### src/core/card_slot_pkg.sv
package card_slot_pkg;

    // Register bus geometry
    localparam int ADDR_W = 8;
    localparam int DATA_W = 8;

    // Register offsets on the local port
    localparam logic [ADDR_W-1:0] STATUS_OFFSET = 8'hE0;
    localparam logic [ADDR_W-1:0] GEN_CTRL_OFFSET = 8'hE2;

    // Status register field positions
    localparam int READY_OR_REQUEST_BIT = 7;
    localparam int WRITE_PROTECT_BIT = 6;
    localparam int VOLTAGE_SENSE_HI_BIT = 5;
    localparam int VOLTAGE_SENSE_LO_BIT = 4;
    localparam int CARD_DETECT_HI_BIT = 3;
    localparam int CARD_DETECT_LO_BIT = 2;
    localparam int BATTERY_DETECT_HI_BIT = 1;
    localparam int BATTERY_DETECT_LO_BIT = 0;

    // General control register field positions
    localparam int DRIVE_ENABLE_BIT = 7;
    localparam int CARD_RESET_BIT = 6;
    localparam int CARD_TYPE_SELECT_BIT = 5;
    localparam int GEN_CTRL_RESERVED_BIT = 4;
    localparam int MAP_MODE_BIT = 3;
    localparam int ADDR25_BIT = 2;
    localparam int ADDR24_BIT = 1;
    localparam int SPACE_SELECT_BIT = 0;

    // Reset and fill values, and the control readback mask
    localparam logic [DATA_W-1:0] GEN_CTRL_RESET = 8'h00;
    localparam logic [DATA_W-1:0] READ_IDLE = 8'h00;
    localparam logic [DATA_W-1:0] GEN_CTRL_WRITABLE = 8'hEF;

    // Card type encoding
    typedef enum logic {
        CARD_MEMORY = 1'b0,
        CARD_IO = 1'b1
    } card_kind_type;

    // Raw levels from the card socket
    typedef struct packed {
        logic ready_busy;
        logic int_request;
        logic write_protect;
        logic voltage_sense_2;
        logic voltage_sense_1;
        logic card_detect_2;
        logic card_detect_1;
        logic battery_voltage_2;
        logic battery_voltage_1;
        logic speaker;
        logic status_change;
    } card_pins_type;

    // Register port request from software
    typedef struct packed {
        logic [ADDR_W-1:0] addr;
        logic [DATA_W-1:0] wdata;
        logic wr;
        logic rd;
    } reg_req_type;

    // Controls driven out of the general control register
    typedef struct packed {
        logic drive_enable;
        logic card_reset;
        logic card_type_select;
        logic map_mode;
        logic addr25;
        logic addr24;
        logic space_select;
    } slot_ctrl_type;

endpackage

### src/core/card_slot_status_register.sv
`timescale 1ns/1ps
// Overview of operation
// - Status register is eight bits, read only; writes leave every bit unchanged.
// - No fixed reset value; bits other than I/O bit 6 follow card pin levels, two edges late through the synchroniser.
// - Memory card: bit 7 shows the ready/busy pin.
// - I/O card: bit 7 shows the interrupt request pin.
// - Memory card: bit 6 shows the write protect pin.
// - I/O card: bit 6 always reads zero.
// - Bits 5 and 4 show voltage sense 2 and 1 for both types.
// - Bits 3 and 2 show card detect 2 and 1 for both types.
// - Memory card: bits 1 and 0 show battery voltage detect 2 and 1.
// - I/O card: bits 1 and 0 show speaker and status change pins.
// - Card type comes from control register bit 5: zero memory, one I/O.
module card_slot_status_register
    import card_slot_pkg::*;
(
    input wire logic sys_clk,
    input wire logic rst,
    input wire reg_req_type reg_req,
    output logic [DATA_W-1:0] reg_rdata,
    input wire card_pins_type card_pins,
    output slot_ctrl_type slot_ctrl
);

    // Synchroniser stages
    card_pins_type pins_meta_r;
    card_pins_type pins_sync_r;

    // Control register fields, one flop per field
    logic drive_enable_r;
    logic drive_enable_nxt;
    logic card_reset_r;
    logic card_reset_nxt;
    logic card_type_select_r;
    logic card_type_select_nxt;
    logic map_mode_r;
    logic map_mode_nxt;
    logic addr25_r;
    logic addr25_nxt;
    logic addr24_r;
    logic addr24_nxt;
    logic space_select_r;
    logic space_select_nxt;

    // Decoded strobes of the register port
    logic ctrl_write;
    logic ctrl_read;
    logic status_read;

    // Assembled views
    slot_ctrl_type ctrl_fields;
    logic [DATA_W-1:0] gen_ctrl_view;
    logic [DATA_W-1:0] status_view;
    logic [DATA_W-1:0] rdata_nxt;
    card_kind_type card_kind;

    // Status register address match
    function automatic logic is_status_addr(input logic [ADDR_W-1:0] a);
        logic hit;
        if (a == STATUS_OFFSET) begin
            hit = 1'b1;
        end else begin
            hit = 1'b0;
        end
        return hit;
    endfunction

    // Control register address match; shared by the write and read paths
    function automatic logic is_ctrl_addr(input logic [ADDR_W-1:0] a);
        logic hit;
        if (a == GEN_CTRL_OFFSET) begin
            hit = 1'b1;
        end else begin
            hit = 1'b0;
        end
        return hit;
    endfunction

    // Next value of one control field; holds unless its register is written
    function automatic logic field_next(
        input logic cur,
        input logic wr,
        input logic d
    );
        logic n;
        n = cur;
        if (wr) begin
            n = d;
        end
        return n;
    endfunction

    // Card type from the select bit; zero is memory, one is I/O
    function automatic card_kind_type kind_from_bit(input logic b);
        card_kind_type k;
        if (b) begin
            k = CARD_IO;
        end else begin
            k = CARD_MEMORY;
        end
        return k;
    endfunction

    // Bit 7: ready/busy for memory cards, interrupt request for I/O cards
    function automatic logic ready_level(
        input card_pins_type p,
        input card_kind_type kind
    );
        logic v;
        case (kind)
            CARD_MEMORY: begin
                v = p.ready_busy;
            end
            default: begin
                v = p.int_request;
            end
        endcase
        return v;
    endfunction

    // Bit 6: write protect for memory cards, forced low for I/O cards
    function automatic logic protect_level(
        input card_pins_type p,
        input card_kind_type kind
    );
        logic v;
        case (kind)
            CARD_MEMORY: begin
                v = p.write_protect;
            end
            default: begin
                v = 1'b0;
            end
        endcase
        return v;
    endfunction

    // Bit 1: battery detect 2 for memory cards, speaker for I/O cards
    function automatic logic battery_hi_level(
        input card_pins_type p,
        input card_kind_type kind
    );
        logic v;
        case (kind)
            CARD_MEMORY: begin
                v = p.battery_voltage_2;
            end
            default: begin
                v = p.speaker;
            end
        endcase
        return v;
    endfunction

    // Bit 0: battery detect 1 for memory cards, status change for I/O cards
    function automatic logic battery_lo_level(
        input card_pins_type p,
        input card_kind_type kind
    );
        logic v;
        case (kind)
            CARD_MEMORY: begin
                v = p.battery_voltage_1;
            end
            default: begin
                v = p.status_change;
            end
        endcase
        return v;
    endfunction

    // Status byte from synchronised pins and the card type
    function automatic logic [DATA_W-1:0] status_byte(
        input card_pins_type p,
        input card_kind_type kind
    );
        logic [DATA_W-1:0] s;
        s = READ_IDLE;
        s[READY_OR_REQUEST_BIT] = ready_level(p, kind);
        s[WRITE_PROTECT_BIT] = protect_level(p, kind);
        s[VOLTAGE_SENSE_HI_BIT] = p.voltage_sense_2;
        s[VOLTAGE_SENSE_LO_BIT] = p.voltage_sense_1;
        s[CARD_DETECT_HI_BIT] = p.card_detect_2;
        s[CARD_DETECT_LO_BIT] = p.card_detect_1;
        s[BATTERY_DETECT_HI_BIT] = battery_hi_level(p, kind);
        s[BATTERY_DETECT_LO_BIT] = battery_lo_level(p, kind);
        return s;
    endfunction

    // Control readback; the reserved bit always reads zero
    function automatic logic [DATA_W-1:0] ctrl_byte(input slot_ctrl_type c);
        logic [DATA_W-1:0] v;
        v = READ_IDLE;
        v[DRIVE_ENABLE_BIT] = c.drive_enable;
        v[CARD_RESET_BIT] = c.card_reset;
        v[CARD_TYPE_SELECT_BIT] = c.card_type_select;
        v[MAP_MODE_BIT] = c.map_mode;
        v[ADDR25_BIT] = c.addr25;
        v[ADDR24_BIT] = c.addr24;
        v[SPACE_SELECT_BIT] = c.space_select;
        return v & GEN_CTRL_WRITABLE;
    endfunction

    // First synchroniser stage; the card drives its pins with no relation to our clock
    // No reset: the stages keep sampling through reset, so the view is live at release
    always_ff @(posedge sys_clk) begin
        pins_meta_r <= card_pins;
    end

    // Second stage; nothing else reads the first stage
    always_ff @(posedge sys_clk) begin
        pins_sync_r <= pins_meta_r;
    end

    // Card type from the control field
    assign card_kind = kind_from_bit(card_type_select_r);

    // Live view with no storage of its own, so no fixed reset value
    // Limitation: a read shows the pins as they stood two edges before it
    assign status_view = status_byte(pins_sync_r, card_kind);

    // Strobe decode; a write to the status address matches nothing and is dropped
    assign ctrl_write = reg_req.wr && is_ctrl_addr(reg_req.addr);
    assign ctrl_read = reg_req.rd && is_ctrl_addr(reg_req.addr);
    assign status_read = reg_req.rd && is_status_addr(reg_req.addr);

    // Control fields; the reserved bit has no flop and reads zero
    // Drive enable field
    // Exported only; the slot buffer control follows it
    assign drive_enable_nxt = field_next(drive_enable_r, ctrl_write,
        reg_req.wdata[DRIVE_ENABLE_BIT]);
    always_ff @(posedge sys_clk or posedge rst) begin
        if (rst) begin
            drive_enable_r <= GEN_CTRL_RESET[DRIVE_ENABLE_BIT];
        end else begin
            drive_enable_r <= drive_enable_nxt;
        end
    end

    // Card reset field
    // Exported only; level for the card's reset line
    assign card_reset_nxt = field_next(card_reset_r, ctrl_write,
        reg_req.wdata[CARD_RESET_BIT]);
    always_ff @(posedge sys_clk or posedge rst) begin
        if (rst) begin
            card_reset_r <= GEN_CTRL_RESET[CARD_RESET_BIT];
        end else begin
            card_reset_r <= card_reset_nxt;
        end
    end

    // Card type select field
    // Also steers status bits 7, 6, 1 and 0 from the next edge
    assign card_type_select_nxt = field_next(card_type_select_r, ctrl_write,
        reg_req.wdata[CARD_TYPE_SELECT_BIT]);
    always_ff @(posedge sys_clk or posedge rst) begin
        if (rst) begin
            card_type_select_r <= GEN_CTRL_RESET[CARD_TYPE_SELECT_BIT];
        end else begin
            card_type_select_r <= card_type_select_nxt;
        end
    end

    // Map mode field
    // Exported only; picks the card address map
    assign map_mode_nxt = field_next(map_mode_r, ctrl_write,
        reg_req.wdata[MAP_MODE_BIT]);
    always_ff @(posedge sys_clk or posedge rst) begin
        if (rst) begin
            map_mode_r <= GEN_CTRL_RESET[MAP_MODE_BIT];
        end else begin
            map_mode_r <= map_mode_nxt;
        end
    end

    // Upper card address field, bit 25
    // Exported only; meaningful for common memory access
    assign addr25_nxt = field_next(addr25_r, ctrl_write,
        reg_req.wdata[ADDR25_BIT]);
    always_ff @(posedge sys_clk or posedge rst) begin
        if (rst) begin
            addr25_r <= GEN_CTRL_RESET[ADDR25_BIT];
        end else begin
            addr25_r <= addr25_nxt;
        end
    end

    // Upper card address field, bit 24
    // Exported only; used in the smaller map mode
    assign addr24_nxt = field_next(addr24_r, ctrl_write,
        reg_req.wdata[ADDR24_BIT]);
    always_ff @(posedge sys_clk or posedge rst) begin
        if (rst) begin
            addr24_r <= GEN_CTRL_RESET[ADDR24_BIT];
        end else begin
            addr24_r <= addr24_nxt;
        end
    end

    // Space select field
    // Exported only; attribute or common memory
    assign space_select_nxt = field_next(space_select_r, ctrl_write,
        reg_req.wdata[SPACE_SELECT_BIT]);
    always_ff @(posedge sys_clk or posedge rst) begin
        if (rst) begin
            space_select_r <= GEN_CTRL_RESET[SPACE_SELECT_BIT];
        end else begin
            space_select_r <= space_select_nxt;
        end
    end

    // Field flops gathered for export and readback
    assign ctrl_fields.drive_enable = drive_enable_r;
    assign ctrl_fields.card_reset = card_reset_r;
    assign ctrl_fields.card_type_select = card_type_select_r;
    assign ctrl_fields.map_mode = map_mode_r;
    assign ctrl_fields.addr25 = addr25_r;
    assign ctrl_fields.addr24 = addr24_r;
    assign ctrl_fields.space_select = space_select_r;

    // Control outputs are plain register levels
    assign slot_ctrl = ctrl_fields;

    // Control readback image
    assign gen_ctrl_view = ctrl_byte(ctrl_fields);

    // Read mux; unmapped and idle cycles return zero
    always_comb begin
        rdata_nxt = READ_IDLE;
        if (status_read) begin
            rdata_nxt = status_view;
        end else if (ctrl_read) begin
            rdata_nxt = gen_ctrl_view;
        end
    end

    // Read data stands only in the cycle after the strobe
    always_ff @(posedge sys_clk or posedge rst) begin
        if (rst) begin
            reg_rdata <= READ_IDLE;
        end else begin
            reg_rdata <= rdata_nxt;
        end
    end

endmodule

### config.mk
export PLATFORM = sky130hd
export DESIGN_NAME = card_slot_status_register
export DESIGN_NICKNAME = d
export VERILOG_FILES = /design/src/core/card_slot_pkg.sv /design/src/core/card_slot_status_register.sv
export SDC_FILE = /design/constraint.sdc
export NUM_CORES = 1
export LEC_CHECK = 0
export ABC_AREA = 1
export ABC_CLOCK_PERIOD_IN_PS = 1000
export BUFFER_PORTS_ARGS = -buffer_cell sky130_fd_sc_hd__buf_2
export CAP_MARGIN = 20
export CORE_UTILIZATION = 47
export DETAILED_ROUTE_END_ITERATION = 10
export GPL_TIMING_DRIVEN = 0
export PLACE_DENSITY = 0.77
export REMOVE_ABC_BUFFERS = 1
export SETUP_SLACK_MARGIN = 0.02
export SLEW_MARGIN = 10
export SYNTH_ARGS = -nofsm -noshare
export SYNTH_HDL_FRONTEND = slang
export SYNTH_SLANG_ARGS = --single-unit
### constraint.sdc
create_clock -name sys_clk -period 1 [get_ports sys_clk]
set_input_delay 0.1 -clock sys_clk [delete_from_list [all_inputs] [get_ports sys_clk]]
set_output_delay 0.1 -clock sys_clk [all_outputs]
set_load 0.01 [all_outputs]
## Word level (Yosys, flattened, before mapping)

Cells that the tools add are included.

| storage, ports and cells | value |
|---|---|
| bits in writable memories | 0 |
| register bits | 37 |
| latch bits | 0 |
| memory bits (read-only) | 0 |
| memories kept | 0 |

| cells by class | value |
|---|---|
| order comparisons | 0 |
| muxes and demuxes | 9 |
| equal/unequal tests | 2 |
| bitwise operators | 0 |
| multipliers | 0 |
| reductions and logical operators | 3 |
| div/mod/pow operators | 0 |
| shifts and indexed selects | 0 |
| $add $sub $neg | 0 |

Operators by type and width:

| cell | count |
|---|---|
| $eq A8 B8 Y1 const B | 2 |
| $mux W8 | 2 |
| $mux W1 | 7 |
| $logic_and A1 B1 Y1 | 3 |

## Logic depth before layout (Yosys ltp)

| logic depth | value |
|---|---|
| depth after elaboration | 5 |
| gate-level depth with buffers | 6 |
| gate-level depth less buffers | 6 |

## Worst setup path before layout

Ideal clock, no wire load.

| timing path | value |
|---|---|
| kind | input -> register |
| from | input reg_req[12] (netlist bit) |
| to | register addr24_r |
| setup slack | 0.183 ns |
| library setup time | 0.118 ns |
| data arrival time | 0.699 ns |
| required time | 0.882 ns |
| stages on the path | 6 |
| path through | inv_1 > nand2_1 > nor2_4 > nand3_1 > nand2_1 > nand2_1 |

| between the ends | value |
|---|---|
| longest elaborated chain between the ends | 3 |

Ends and longest elaborated chain:

| item | RTL line | source |
|---|---|---|
| start: declaration | card_slot_status_register.sv:19 | `input wire reg_req_type reg_req,` |
| $eq A8 B8 Y1 | card_slot_status_register.sv:71 | `if (a == GEN_CTRL_OFFSET) begin` |
| $mux W1 | card_slot_status_register.sv:71 |  |
| $logic_and A1 B1 Y1 | card_slot_status_register.sv:223 | `assign ctrl_write = reg_req.wr && is_ctrl_addr(reg_req.addr);` |
| end signal: assignment | card_slot_status_register.sv:294 | `addr24_r <= GEN_CTRL_RESET[ADDR24_BIT];` |
| end signal: assignment | card_slot_status_register.sv:296 | `addr24_r <= addr24_nxt;` |
| end: declaration | card_slot_status_register.sv:40 | `logic addr24_r;` |

No other way between the ends.
A chain may end at the register's enable or synchronous reset.

## Worst setup path in the final report

| timing path | value |
|---|---|
| from | register card_type_select_r |
| to | output slot_ctrl[4] (netlist bit) |

RTL lines:

| item | RTL line | source |
|---|---|---|
| start: declaration | card_slot_status_register.sv:34 | `logic card_type_select_r;` |
| start signal: assignment | card_slot_status_register.sv:258 | `card_type_select_r <= GEN_CTRL_RESET[CARD_TYPE_SELECT_BIT];` |
| start signal: assignment | card_slot_status_register.sv:260 | `card_type_select_r <= card_type_select_nxt;` |
| end: declaration | card_slot_status_register.sv:22 | `output slot_ctrl_type slot_ctrl` |

No word-level cell between the ends.

==> impl_metrics.csv <==
group,metric,value,unit
cells_and_area,area_growth,43.0,%
clock_network,clock-root-buffer,"clkbuf_4",
min_path,hold_path_end,"map_mode_r$_DFFE_PP0P_",
timing,fin_skew,0.0150,ns
cells_and_area,drive_gt1_share,37.0,%
placement,place_area,1440,um^2
clock_network,numCtsBuffers,5,
placement,io_buffer_count,44,
cells_and_area,final_cell_mix,"buf_2 (40), nand2_1 (32), dfxtp_1 (22)",
cells_and_area,insertedDiodeCount,0,
job,drv_cap,0,
yosys,ys_warn_count,0,
timing,finalCritPeriodShare,103,%
drt,ant_nets,0,
worst_setup_path,r2r_end,"reg_rdata[0]$_DFF_PP0_",
worst_setup_path,cp_max_fo,4,
drt,avgRoutedWirePerCell,11.2,um
outcome,status,"complete, but fails checks",
power,irDropWorstVdd,1.35,mV
drt,viasPerCell,4.61,
yosys,synth_cells,121,
worst_setup_path,r2r_cells,6,
global_route,grt_overflow,0,
timing,rsz0062_at_grt,"true",
cells_and_area,nets,222,
timing,slew_headroom,62.7,%
drt,vias,1023,
floorplan,fp.dieH,53.5,um
placement,routabilityCongestion,0.735,
clock_network,cts.clk_slew.worst_paths,0.11,ns
worst_setup_path,path_cells,"buf_6",
drt,drt-total-wl,2480,um
timing,fmax,972,MHz
worst_setup_path,crit_family,"flip-flops",
worst_setup_path,critical_path.reg2reg.startpoint,"card_type_select_r$_DFFE_PP0P_",
floorplan,core,2500,um^2
timing,setup_viol,1,
outcome,violations,"negative setup slack",
floorplan,die_area,2870,um^2
drt,firstDrtPassIters,4,
worst_setup_path,worstPathArrival,0.93,ns
worst_setup_path,critPathCaptureType,"output port",
timing,fin_hold_ws,0.144,ns
min_path,holdPathStages,4,
power,leakagePower,0.000973,uW
clock_network,clockBufferDepth,2,
yosys,yosysUniqueCellTypes,13,
timing,worst-slew-pin-transition,0.559,ns
cells_and_area,final_area,1790,um^2
worst_setup_path,crit_buf_inv,1,
drt,first_iter_violations,15,
worst_setup_path,worst-r2r-setup-slack,0,ns
worst_setup_path,worstSetupPathType,"reg2out",
timing,layout_setup_ws,-0.0287,ns
timing,final-max-slew-violation-count,0,
floorplan,die_x,53.5,um
min_path,hp-start,"reg_req[1]",
floorplan,io_pins,46,
worst_setup_path,start_kind,"flip-flop",
yosys,synth_area,1250,um^2
floorplan,num_rows,18,
timing,hold_violations,0,
yosys,synth.yosys.seq_area_share,65.3,%
global_route,grt_max_degree,16,
global_route,grt_pass1_wl,3910,um
drt,route.detailed.drc,0,
global_route,antenna_found_initial,0,
placement,hpwl,1560,um
yosys,synth_seq_cells,37,
global_route,grt_usage,20.6,%
clock_network,clock_sinks,37,
clock_network,cts_tree,"built",
worst_setup_path,crit_required,0.90,ns
global_route,grt_pass1_vias,973,
cells_and_area,fillers,186,
floorplan,start_util,49.9,%
cells_and_area,final_common_cell,"buf_2",
power,power_density,1460,nW/um^2
clock_network,h-tree-depth,2,
worst_setup_path,slowest_delay,0.46,ns
yosys,avgSynthCellArea,10.3,um^2
clock_network,worstSkewPairLatency,0.34,ns
timing,period_needed,1.03,ns
min_path,min_path_type,"in2reg",
worst_setup_path,cp_slowest_cell,"dfrtp_2",
[registers in the layout (all words and copies together) (netlist names)]
register / flops
addr24_r: 1
addr25_r: 1
card_reset_r: 1
card_type_select_r: 1
drive_enable_r: 1
map_mode_r: 1
pins_meta_r: 11
pins_sync_r: 11
reg_rdata: 8
space_select_r: 1
[cell type report]
cell class                 count  area, um^2  share of cell area (%)
inverter                      10        37.5                    2.10
clock buffer                   8        58.8                    3.29
multi-input combinational     65         332                    18.6
tap                           30        37.5                    2.10
timing repair buffer          72         503                    28.2
sequential                    37         817                    45.8
[worst max-delay path by stage]
| stage | startpoint | to | slack, ns | depth (start not counted) |
|---|---|---|---|---|
| after floorplan | reg_req[12] | addr24_r$_DFFE_PP0P_ | 0.05 | 6 |
| after global placement | reg_req[12] | card_type_select_r$_DFFE_PP0P_ | -0.27 | 7 |
| after detailed placement | reg_req[12] | card_type_select_r$_DFFE_PP0P_ | -0.32 | 7 |
| after CTS | card_type_select_r$_DFFE_PP0P_ | slot_ctrl[4] | -0.03 | 1 |
| after global routing | card_type_select_r$_DFFE_PP0P_ | slot_ctrl[4] | -0.07 | 1 |
| final | card_type_select_r$_DFFE_PP0P_ | slot_ctrl[4] | -0.03 | 1 |
[metal layers]
layer  track usage (%)  vias to the layer above  routed length, um  part of all wire (%)
met1              17.5                      467                935                    38
met5                 0                        -                  0                     0
met2              36.7                       33               1310                    53
li1                  -                      511                  -                     -
met4              14.5                        0                106                   4.3
met3              10.5                       12                129                   5.2
[kinds of logic (layout without fill, tap and decap cells)]
kind of cell,Yosys count,in the layout,share of synthesized area [%]
and+or+nand+nor,65,65,26.0
DFF,37,37,65.3
buffers and inverters,19,90,8.72
[stage by stage]
step                      setup WS, ns  power, uW  TNS (ns)  std cells  utilization [%]
after global placement          -0.267       1750     -2.33        186             57.4
after detailed placement        -0.316       1760     -2.89        186             57.4
after global routing           -0.0730       2750    -0.348        222             71.4
after floorplan                 0.0463       1670         0        112                -
after CTS                      -0.0349       2630   -0.0525        220             69.8
final                          -0.0287       2610   -0.0287        222             71.4
[synth_stat cells]
| cell | n | area [um^2] |
|---|---|---|
| nor3_4 | 2 | 32.5 |
| inv_1 | 10 | 37.5 |
| dfxtp_1 | 22 | 440 |
| nand3_1 | 22 | 110 |
| buf_4 | 8 | 60.1 |
| nor2_4 | 2 | 22.5 |
| nand2_2 | 3 | 18.8 |
| nand2_1 | 32 | 120 |
| or2_1 | 1 | 6.26 |
| nor2_2 | 1 | 6.26 |
| buf_6 | 1 | 11.3 |
| nor2_1 | 2 | 7.51 |
| dfrtp_1 | 15 | 375 |
[power by group]
| group | switching, uW | total, uW | internal, uW |
|---|---|---|---|
| logic | 109 | 253 | 144 |
| registers | 20.4 | 1560 | 1540 |
| clock network | 448 | 795 | 347 |
[timing repair]
action / in CTS / in global routing
resized for setup: 3 / 5
setup buffers: 7 / 2
hold buffers: 19 / 0
hold endpoints to repair: 33 / 0
pin swaps: 1 / 3
endpoints found under the setup margin: 7 / 25
Power figures use the tool's default switching activity.
